<file path="src/verilog/decoder_pkg.sv">
// Constants shared by the memory address decoder
package decoder_pkg;

   // ------------------------------------------------------------
   // Widths
   // ------------------------------------------------------------
   localparam int ADDR_W = 16;
   localparam int REG_ADDR_W = 2;
   localparam int REG_DATA_W = 16;
   localparam int SLOT_W = 3;
   localparam int WIN_W = 6;
   localparam int SEL_COUNT = 4;

   // ------------------------------------------------------------
   // Part size codes
   // ------------------------------------------------------------
   localparam logic [1:0] SIZE_1K = 2'h0;
   localparam logic [1:0] SIZE_2K = 2'h1;
   localparam logic [1:0] SIZE_4K = 2'h2;

   // ------------------------------------------------------------
   // Select indices
   // ------------------------------------------------------------
   localparam int SEL_ROM0 = 0;
   localparam int SEL_ROM1 = 1;
   localparam int SEL_ROM2 = 2;
   localparam int SEL_RAM = 3;

   // ------------------------------------------------------------
   // Register indices
   // ------------------------------------------------------------
   localparam logic [REG_ADDR_W-1:0] REG_CONFIG = 2'h0;
   localparam logic [REG_ADDR_W-1:0] REG_SLOTS = 2'h1;
   localparam logic [REG_ADDR_W-1:0] REG_WINDOWS = 2'h2;
   localparam logic [REG_ADDR_W-1:0] REG_STATUS = 2'h3;

   // ------------------------------------------------------------
   // Field positions
   // ------------------------------------------------------------
   localparam int CFG_SIZE_LSB = 0;
   localparam int CFG_BASE_LSB = 2;
   localparam int WIN0_LSB = 0;
   localparam int WIN0_EN_BIT = 6;
   localparam int WIN1_LSB = 8;
   localparam int WIN1_EN_BIT = 14;
   localparam int STAT_DIS_BIT = 4;
   localparam int STAT_POP_BIT = 5;

   // ------------------------------------------------------------
   // Reset values: 1K parts, block E000, RAM at FC00, gap at E800
   // ------------------------------------------------------------
   localparam logic [1:0] RST_SIZE = SIZE_1K;
   localparam logic [2:0] RST_BASE = 3'h7;
   localparam logic [2:0] RST_SLOT_ROM0 = 3'h0;
   localparam logic [2:0] RST_SLOT_ROM1 = 3'h1;
   localparam logic [2:0] RST_SLOT_ROM2 = 3'h3;
   localparam logic [2:0] RST_SLOT_RAM = 3'h7;
   localparam logic [5:0] RST_WIN = 6'h00;

endpackage

</file>
<file path="src/verilog/slot_match.sv">
// One strapped slot comparator inside the chosen base block
module slot_match (
   // Address and settings
   input wire logic [decoder_pkg::ADDR_W-1:0] addr_in,
   input wire logic [1:0] size_in,
   input wire logic [2:0] base_in,
   input wire logic [decoder_pkg::SLOT_W-1:0] slot_in,
   // Result
   output logic hit_out
);
   import decoder_pkg::*;

   // ------------------------------------------------------------
   // Block and slot compare per part size
   // ------------------------------------------------------------
   wire logic in_block_1k;
   wire logic in_block_2k;
   wire logic in_block_4k;
   wire logic hit_1k;
   wire logic hit_2k;
   wire logic hit_4k;

   assign in_block_1k = (addr_in[15:13] == base_in);
   assign in_block_2k = (addr_in[15:14] == base_in[1:0]);
   assign in_block_4k = (addr_in[15] == base_in[0]);
   assign hit_1k = in_block_1k && (addr_in[12:10] == slot_in);
   assign hit_2k = in_block_2k && (addr_in[13:11] == slot_in);
   assign hit_4k = in_block_4k && (addr_in[14:12] == slot_in);

   // Unused size code selects nothing
   assign hit_out = (size_in == SIZE_1K) ? hit_1k :
                    (size_in == SIZE_2K) ? hit_2k :
                    (size_in == SIZE_4K) ? hit_4k : 1'b0;
endmodule

</file>
<file path="src/verilog/mem_decoder.sv">
// Memory address decoder with chip selects for three ROM sockets and a RAM pair
//
// Overview of operation
// - Three part sizes give 3K to 12K
// - Default ROM at E000, RAM at FC00
// - Default straps leave E800-EBFF unselected
// - 1K parts: base picks one 8K block
// - 1K parts: strapped 1K slot selects socket
// - 2K parts: base picks one 16K block
// - 2K parts: strapped 2K slot selects socket
// - Four independent selects with own slots
// - 2K RAM slot: only lower 1K populated
// - Up to two disable windows silence board
// - Disable window width equals slot size
// - 4K parts: base picks 32K half, 4K slots
// - 4K RAM slot: only first 1K populated
//
// The implementer's own choices: the register offsets and the address-and-strobe port.
module mem_decoder (
   // Clock and reset
   input wire logic clock_in,
   input wire logic sys_rst_in,
   // Processor memory cycle
   input wire logic [decoder_pkg::ADDR_W-1:0] mem_addr_in,
   input wire logic mem_cycle_in,
   // Register port
   input wire logic [decoder_pkg::REG_ADDR_W-1:0] reg_addr_in,
   input wire logic [decoder_pkg::REG_DATA_W-1:0] reg_wdata_in,
   input wire logic reg_write_in,
   input wire logic reg_read_in,
   output logic [decoder_pkg::REG_DATA_W-1:0] reg_rdata_out,
   // Chip selects
   output logic rom_socket_zero_sel_out,
   output logic rom_socket_one_sel_out,
   output logic rom_socket_two_sel_out,
   output logic ram_pair_sel_out,
   output logic ram_pair_populated_out,
   output logic board_respond_out
);
   import decoder_pkg::*;

   // ------------------------------------------------------------
   // Configuration registers
   // ------------------------------------------------------------
   logic [1:0] part_size;
   logic [2:0] base_block;
   logic [SLOT_W-1:0] slot_strap [SEL_COUNT];
   logic [WIN_W-1:0] win_slot [2];
   logic [1:0] win_enable;
   logic [SEL_COUNT-1:0] last_sel;
   logic last_disabled;
   logic last_populated;

   // ------------------------------------------------------------
   // Register decode
   // ------------------------------------------------------------
   wire logic wr_config;
   wire logic wr_slots;
   wire logic wr_windows;

   assign wr_config = reg_write_in && (reg_addr_in == REG_CONFIG);
   assign wr_slots = reg_write_in && (reg_addr_in == REG_SLOTS);
   assign wr_windows = reg_write_in && (reg_addr_in == REG_WINDOWS);

   always_ff @(posedge clock_in) begin
      if (sys_rst_in) begin
         part_size <= RST_SIZE;
         base_block <= RST_BASE;
      end else if (wr_config) begin
         part_size <= reg_wdata_in[CFG_SIZE_LSB +: 2];
         base_block <= reg_wdata_in[CFG_BASE_LSB +: 3];
      end
   end

   always_ff @(posedge clock_in) begin
      if (sys_rst_in) begin
         slot_strap[SEL_ROM0] <= RST_SLOT_ROM0;
         slot_strap[SEL_ROM1] <= RST_SLOT_ROM1;
         slot_strap[SEL_ROM2] <= RST_SLOT_ROM2;
         slot_strap[SEL_RAM] <= RST_SLOT_RAM;
      end else if (wr_slots) begin
         for (int i = 0; i < SEL_COUNT; i++) begin
            slot_strap[i] <= reg_wdata_in[i*SLOT_W +: SLOT_W];
         end
      end
   end

   always_ff @(posedge clock_in) begin
      if (sys_rst_in) begin
         win_slot[0] <= RST_WIN;
         win_slot[1] <= RST_WIN;
         win_enable <= 2'h0;
      end else if (wr_windows) begin
         win_slot[0] <= reg_wdata_in[WIN0_LSB +: WIN_W];
         win_slot[1] <= reg_wdata_in[WIN1_LSB +: WIN_W];
         win_enable <= {reg_wdata_in[WIN1_EN_BIT], reg_wdata_in[WIN0_EN_BIT]};
      end
   end

   // ------------------------------------------------------------
   // Slot comparators, one per select
   // ------------------------------------------------------------
   logic [SEL_COUNT-1:0] slot_hit;

   generate
      for (genvar g = 0; g < SEL_COUNT; g++) begin : gen_sel
         slot_match u_match (
            .addr_in(mem_addr_in),
            .size_in(part_size),
            .base_in(base_block),
            .slot_in(slot_strap[g]),
            .hit_out(slot_hit[g])
         );
      end
   endgenerate

   // ------------------------------------------------------------
   // Disable windows, one slot wide in absolute slot units
   // ------------------------------------------------------------
   logic [1:0] win_hit;

   generate
      for (genvar w = 0; w < 2; w++) begin : gen_win
         wire logic m1k;
         wire logic m2k;
         wire logic m4k;
         assign m1k = (mem_addr_in[15:10] == win_slot[w]);
         assign m2k = (mem_addr_in[15:11] == win_slot[w][4:0]);
         assign m4k = (mem_addr_in[15:12] == win_slot[w][3:0]);
         assign win_hit[w] = win_enable[w] && ((part_size == SIZE_1K) ? m1k :
                             (part_size == SIZE_2K) ? m2k :
                             (part_size == SIZE_4K) ? m4k : 1'b0);
      end
   endgenerate

   wire logic disabled;
   wire logic [SEL_COUNT-1:0] sel;
   wire logic ram_low;

   assign disabled = |win_hit;
   assign sel = (mem_cycle_in && !disabled) ? slot_hit : '0;

   // RAM holds data only in the first 1K of its slot
   assign ram_low = (part_size == SIZE_1K) ? 1'b1 :
                    (part_size == SIZE_2K) ? (mem_addr_in[10] == 1'b0) :
                    (mem_addr_in[11:10] == 2'h0);

   // ------------------------------------------------------------
   // Outputs
   // ------------------------------------------------------------
   assign rom_socket_zero_sel_out = sel[SEL_ROM0];
   assign rom_socket_one_sel_out = sel[SEL_ROM1];
   assign rom_socket_two_sel_out = sel[SEL_ROM2];
   assign ram_pair_sel_out = sel[SEL_RAM];
   assign ram_pair_populated_out = sel[SEL_RAM] && ram_low;
   assign board_respond_out = |sel;

   // ------------------------------------------------------------
   // Status capture of the last memory cycle
   // ------------------------------------------------------------
   always_ff @(posedge clock_in) begin
      if (sys_rst_in) begin
         last_sel <= '0;
         last_disabled <= 1'b0;
         last_populated <= 1'b0;
      end else if (mem_cycle_in) begin
         last_sel <= sel;
         last_disabled <= disabled;
         last_populated <= sel[SEL_RAM] && ram_low;
      end
   end

   // ------------------------------------------------------------
   // Read path, data one cycle after the strobe
   // ------------------------------------------------------------
   logic [REG_DATA_W-1:0] read_mux;

   always_comb begin
      read_mux = '0;
      case (reg_addr_in)
         REG_CONFIG: begin
            read_mux[CFG_SIZE_LSB +: 2] = part_size;
            read_mux[CFG_BASE_LSB +: 3] = base_block;
         end
         REG_SLOTS: begin
            for (int i = 0; i < SEL_COUNT; i++) begin
               read_mux[i*SLOT_W +: SLOT_W] = slot_strap[i];
            end
         end
         REG_WINDOWS: begin
            read_mux[WIN0_LSB +: WIN_W] = win_slot[0];
            read_mux[WIN1_LSB +: WIN_W] = win_slot[1];
            read_mux[WIN0_EN_BIT] = win_enable[0];
            read_mux[WIN1_EN_BIT] = win_enable[1];
         end
         REG_STATUS: begin
            read_mux[SEL_COUNT-1:0] = last_sel;
            read_mux[STAT_DIS_BIT] = last_disabled;
            read_mux[STAT_POP_BIT] = last_populated;
         end
         default: begin
            read_mux = '0;
         end
      endcase
   end

   always_ff @(posedge clock_in) begin
      if (sys_rst_in) begin
         reg_rdata_out <= '0;
      end else if (reg_read_in) begin
         reg_rdata_out <= read_mux;
      end else begin
         reg_rdata_out <= '0;
      end
   end
endmodule

</file>
<file path="config.mk">
export PLATFORM = sky130hd
export DESIGN_NAME = mem_decoder
export DESIGN_NICKNAME = d
export VERILOG_FILES = /design/src/verilog/decoder_pkg.sv /design/src/verilog/slot_match.sv /design/src/verilog/mem_decoder.sv
export SDC_FILE = /design/constraint.sdc
export NUM_CORES = 1
export LEC_CHECK = 0
export BUFFER_PORTS_ARGS = -buffer_cell sky130_fd_sc_hd__buf_2
export CORE_MARGIN = 5
export CORE_UTILIZATION = 23
export CTS_CLUSTER_SIZE = 12
export DETAILED_ROUTE_END_ITERATION = 7
export SKIP_CTS_REPAIR_TIMING = 1
export SYNTH_ARGS = -nofsm -noshare
export SYNTH_HDL_FRONTEND = slang
export SYNTH_SLANG_ARGS = --single-unit
</file>
<file path="constraint.sdc">
create_clock -name clock_in -period 5.4 [get_ports clock_in]
set_clock_uncertainty 0.15 [all_clocks]
set_input_delay 0.27 -clock clock_in [delete_from_list [all_inputs] [get_ports clock_in]]
set_output_delay 0.27 -clock clock_in [all_outputs]
set_load 0.02 [all_outputs]
</file>
### Word level (Yosys, flattened, before mapping)

Memories as Yosys holds them, arrays and structs flattened.
Cells that the tools add are included.
Widths: inputs -> output; s select.

| storage, ports and cells | value |
|---|---|
| memories | 2 |
| input bits | 39 |
| bits in writable memories | 24 |
| latch bits | 0 |
| word-level logic and storage cells | 115 |
| bits in registers | 29 |
| memory bits (read-only) | 0 |
| output and inout bits | 22 |

Memories:

| memory | words | width | rd ports | clocked after memory_dff | wr ports | RTL line | source |
|---|---|---|---|---|---|---|---|
| slot_strap | 4 | 3 | 4 | 0 | 4 | mem_decoder.sv:47 | `logic [SLOT_W-1:0] slot_strap [SEL_COUNT];` |
| win_slot | 2 | 6 | 2 | 0 | 2 | mem_decoder.sv:48 | `logic [WIN_W-1:0] win_slot [2];` |

| cells by class | value |
|---|---|
| equality and inequality tests | 26 |
| $mul | 0 |
| div/mod/pow operators | 0 |
| reduce and logical (&&, ||, !) cells | 28 |
| order comparisons | 0 |
| add/subtract/negate cells | 0 |
| multiplexer cells | 39 |
| shifts and indexed selects | 0 |
| bitwise gates (word level) | 10 |

Operators with widths:

| kind | number |
|---|---|
| $eq 3x3->1 | 13 |
| $mux 1 | 28 |
| $pmux 5 s4 | 1 |
| $logic_and 1x1->1 | 19 |
| $eq 6x6->1 | 2 |
| $mux 3 | 4 |
| $mux 6 | 2 |
| $eq 5x5->1 | 2 |
| $eq 4x4->1 | 2 |
| $pmux 4 s2 | 1 |
| $eq 2x2->1 const B | 3 |
| $logic_not 2->1 | 3 |
| $or 1x1->1 | 6 |
| $reduce_or 3->1 | 2 |
| $eq 2x1->1 const B | 2 |
| $mux 4 | 1 |
| $not 1->1 | 4 |
| $reduce_or 2->1 | 2 |
| $reduce_or 4->1 | 1 |
| $pmux 1 s3 | 1 |
| $eq 2x2->1 | 1 |
| $pmux 1 s2 | 1 |
| $eq 1x1->1 | 1 |
| $logic_not 1->1 | 1 |

### Logic depth before layout (Yosys ltp)

An unclocked memory read counts as a cell.

| depth | value |
|---|---|
| depth after elaboration | 11 |
| gate-level depth with buffers | 9 |

### Cells and area by module

Synthesis repeated with hierarchy kept, for this count alone.

| unflattened totals | value |
|---|---|
| cell total of the unflattened synthesis | 328 |
| area, all modules | 3248.1 µm² |

Modules (own cells, without submodules):

| module | sequential area each (µm²) | area an instance (µm²) | instances | cells each |
|---|---|---|---|---|
| mem_decoder | 1281.2 | 2522.4 | 1 | 236 |
| slot_match | 0.0 | 181.4 | 4 | 23 |

### Worst setup path before layout

Ideal clock, no wire load.

| path | value |
|---|---|
| kind | reg-to-output |
| start | memory slot_strap[3][2] |
| end | output ram_pair_populated_out |
| cell stages (with the launch flop) | 7 |
| path buffers | 0 |
| path slack | 2.904 ns |
| data arrival time | 2.076 ns |
| cell sequence | edfxtp_1 -> xor2_1 -> or4_4 -> nor4_2 -> a41oi_1 -> o22a_2 -> nor3_1 |

RTL lines:

| item | RTL line | source |
|---|---|---|
| start, declared | mem_decoder.sv:47 |  |
| end, declared | mem_decoder.sv:37 | `output logic ram_pair_populated_out,` |

==> metrics.md <==
| Metric | Value |
|---|---|
| Seq pwr share | 47.8% |
| Final hold slack | 0.0457 ns |
| Max stage delay cell, worst path | o21ai_1 |
| Required @ worst endpoint | 4.98 ns |
| #FFs+latches synth | 52 |
| Syn avg cell area | slightly below 10 um2 |
| Top-area cell type share of the netlist area | about 24% |
| Final setup fails | 0 |
| Boundary pin count | 61 |
| Worst R2R Path Depth | 6 |
| Syn Inst Count | between 300 and 400 |
| Layout fillers | 1389 |
| Minimum clock period | 3.07 ns |
| Final Max Slew Viols | 0 |
| R2R Path End | last_disabled |
| Iter 0 DRT Violations | roughly 150 |
| Min-delay worst type | primary input to flop |
| Kind of critical path | flop to output pin |
| Syn. warnings | 0 |
| Area grow syn2layout | 17.5% |
| Max clock buf depth | 2 |
| CTS Root Buffer Type | clkbuf_16 |
| Max H-tree Level | 2 |
| Total CTS buffers | 5 |
| Area contributors post-synth | edfxtp_1, dfxtp_1, xnor2_1 |
| Setup TNS | 0 ns |
| Site row count | 41 |
| Outcome | completed |
| Largest net degree at the start of global routing | 19 |
| Layout cells sized above 1 | 17.9% |
| Relative slew margins | 33.9% |
| Post-placement cell count | 500 |
| Die area | 15300 um2 |
| Most frequent cells after synthesis | xnor2_1, dfxtp_1, nor2_1 |
| Clock Power Share | a little under two fifths |
| Die H | 124 um |
| Hpwl dp | 6340 um |
| CTS clk-pin slew, worst paths | 0.07 ns |
| Syn Std Cell Area | slightly below 3000 um2 |
| First-pass DRT Iterations | 5 |
| Starting Density | 23.5% |
| Mux contribution to synthesized area | 0% |
| Synth Flop Type | dfxtp_1 |
| Worst-skew pair later-pin latency | 0.29 ns |
| Cell Chain, Critical Path | xnor2_1 -> nand4_1 -> o311ai_0 -> o21ai_0 -> o21ai_1 -> nor3_1 -> buf_2 |
| Setup crit start kind | flop |
| Maximum VDD drop | 0.172 mV |
| Simple-gate share of the synthesized area | 18.1% |
| Unique masters post-synth | 38 |
| GPL Wtd Cong | 0.849 |
| # clock sinks | 52 |
| Compound-Gate Fraction of Synth Area | 11.1% |
| Adder-cell share of the synthesized area | 2.11% |
| Critical path arrival | 2.65 ns |
| Worst setup path startpoint | win_slot[0][7] |
| EDFF count, synth | 24 |
| FFs w/ async S/R, synth | 0% |
| Buf/Inv on CP | 1 |
| Worst Path Max Fanout | 12 |
| Tot Pwr | slightly below 0.001 W |
| Largest family of logic cells by synthesized area | XOR/XNOR gates |
| RSZ-0062 raised after global routing | no |
| Leak | 1.29 nW |
| IO buf count | 48 |
| Slowest Stage Delay on Critical Path | 0.78 ns |
| Vias | approximately 2400 |
| Final cell count without fillers | 508 |
| DR WL/cell | 16.2 um |
| Net count, final | 379 |
| Critical Path End | ram_pair_populated_out |
| Initial antenna violation count | 0 |
| Number of global-route vias before repair | 2425 |
| Gr usage total | 11.3% |
| Vias/cell | around 4.7 |
| Area of the core | 12600 um2 |
| Sw power | 0.000253 W |
| Most frequent cell after synthesis | xnor2_1 |
| Slew @ Worst Pin | 0.984 ns |
| Final hold vios | 0 |
| CP top delay family | compound AO/OA/AOI/OAI gates |
| Worst path depth | 7 |
| Synth Net Count | 345 |
| Reg-to-reg critical path startpoint | win_slot[0][7] |
| Fin crit share | 56.8% |
| Flop2flop setup slack | 2.91 ns |
| Max-Cap Viols | 0 |
| Area leader, netlist | edfxtp_1 |
| Ant. Diodes | 0 |
| Total Routed Length | just over 8000 um |
| First-pass GRT wire length | 13200 um |
| Die width | about 120 um |
| Int Power | between 0.0007 and 0.0008 W |
| Max Freq | 326 MHz |
| Worst setup EP type | output pin |
| Comb pwr share | 15.4% |
| Global route overflow | 0 |
| Share of the yosys chip area belonging to registers | approximately 43% |
| DRC Markers | 0 |
| XOR/XNOR Fraction of Synth Area | 21.3% |
| Antenna Violating Nets Remaining | 0 |
| Switching Share | 26.1% |
| Clock tree from TritonCTS | yes |
| Pwr Density | 278 nW/um2 |
-- through the flow --
step | instance area [um2] | utilization [%] | setup WS, ns
global route | 3490 | 27.6 | 2.08
global placement | 3320 | 26.3 | 2.50
CTS | 3490 | 27.6 | 2.29
finish | 3490 | 27.6 | 2.33
floorplan | 2970 | - | 2.90
detailed placement | 3320 | 26.3 | 2.46
-- layout make-up --
type	instances	area, um2	share of cell area (%)
multi-input cells	223	1560	44.9
flip-flops and latches	52	1280	36.7
repair buffers	48	240	6.89
well taps	172	215	6.17
clock buffers	5	125	3.59
clock inverters	3	42.5	1.22
inverters	5	18.8	0.538
-- cell families after synthesis --
kind of cell,count (synthesis)
AOI/OAI and AO/OA,43
adders and majority gates,5
other,1
DFF,52
xor gates and xnor gates,72
buffers and inverters,26
and+or+nand+nor,102
-- worst reg2reg max path: cells and delay by family (launching register included) --
kind                      cells  cell delay (ns)
AOI/OAI and AO/OA             4             1.45
DFF                           1             0.48
xor gates and xnor gates      1             0.23
and+or+nand+nor               1             0.12
-- power by group through the flow --
stage	sequential, W	combinational [W]	clock (W)
after floorplan	0.000463	0.000112	0
after global placement	0.000470	0.000145	0
after detailed placement	0.000471	0.000150	0
after CTS	0.000462	0.000151	0.000361
after global routing	0.000465	0.000165	0.000378
final	0.000463	0.000150	0.000357
-- per-layer routing --
metal / GRT usage (%) / routed length (um) / up-vias
met2: 18.1 / 3870 / 88
met4: 5.74 / 294 / 0
li1: - / - / 1127
met1: 14.8 / 3660 / 1173
met3: 1.63 / 427 / 16
met5: 0 / 0 / -
-- registers in the layout, summed over array words and instances (netlist names) --
register	count
base_block	3
last_disabled	1
last_populated	1
last_sel	4
part_size	2
reg_rdata_out	15
slot_strap	12
win_enable	2
win_slot	12
-- layout by cell type (no fill, tap or decap), drive strengths merged, types with 3 or more instances in the layout --
cell type | netlist | final
a21oi | 9 | 9
a222oi | 6 | 6
a22oi | 5 | 5
a41oi | 5 | 5
and2 | 18 | 18
and3 | 5 | 5
buf | 12 | 48
clkbuf | 9 | 5
dfxtp | 28 | 28
edfxtp | 24 | 24
ha | 5 | 5
inv | 5 | 5
nand2 | 10 | 10
nand3 | 23 | 23
nand4 | 4 | 4
nor2 | 25 | 25
nor3 | 3 | 3
o22ai | 3 | 3
o31ai | 7 | 7
or3 | 6 | 6
xnor2 | 53 | 53
xor2 | 19 | 19
-- worst min path at each step --
stage | endpoint | start | slack (ns) | cells past startpoint
detailed placement | last_disabled | last_disabled | 0.33 | 1
finish | win_enable[1] | reg_wdata_in[14] | 0.05 | 2
global route | win_enable[1] | reg_wdata_in[14] | 0.07 | 2
floorplan | win_enable[0] | reg_wdata_in[6] | 0.25 | 1
global placement | last_disabled | last_disabled | 0.31 | 1
CTS | win_enable[1] | reg_wdata_in[14] | 0.04 | 2
No activity file was read; power rests on OpenSTA's default activity.
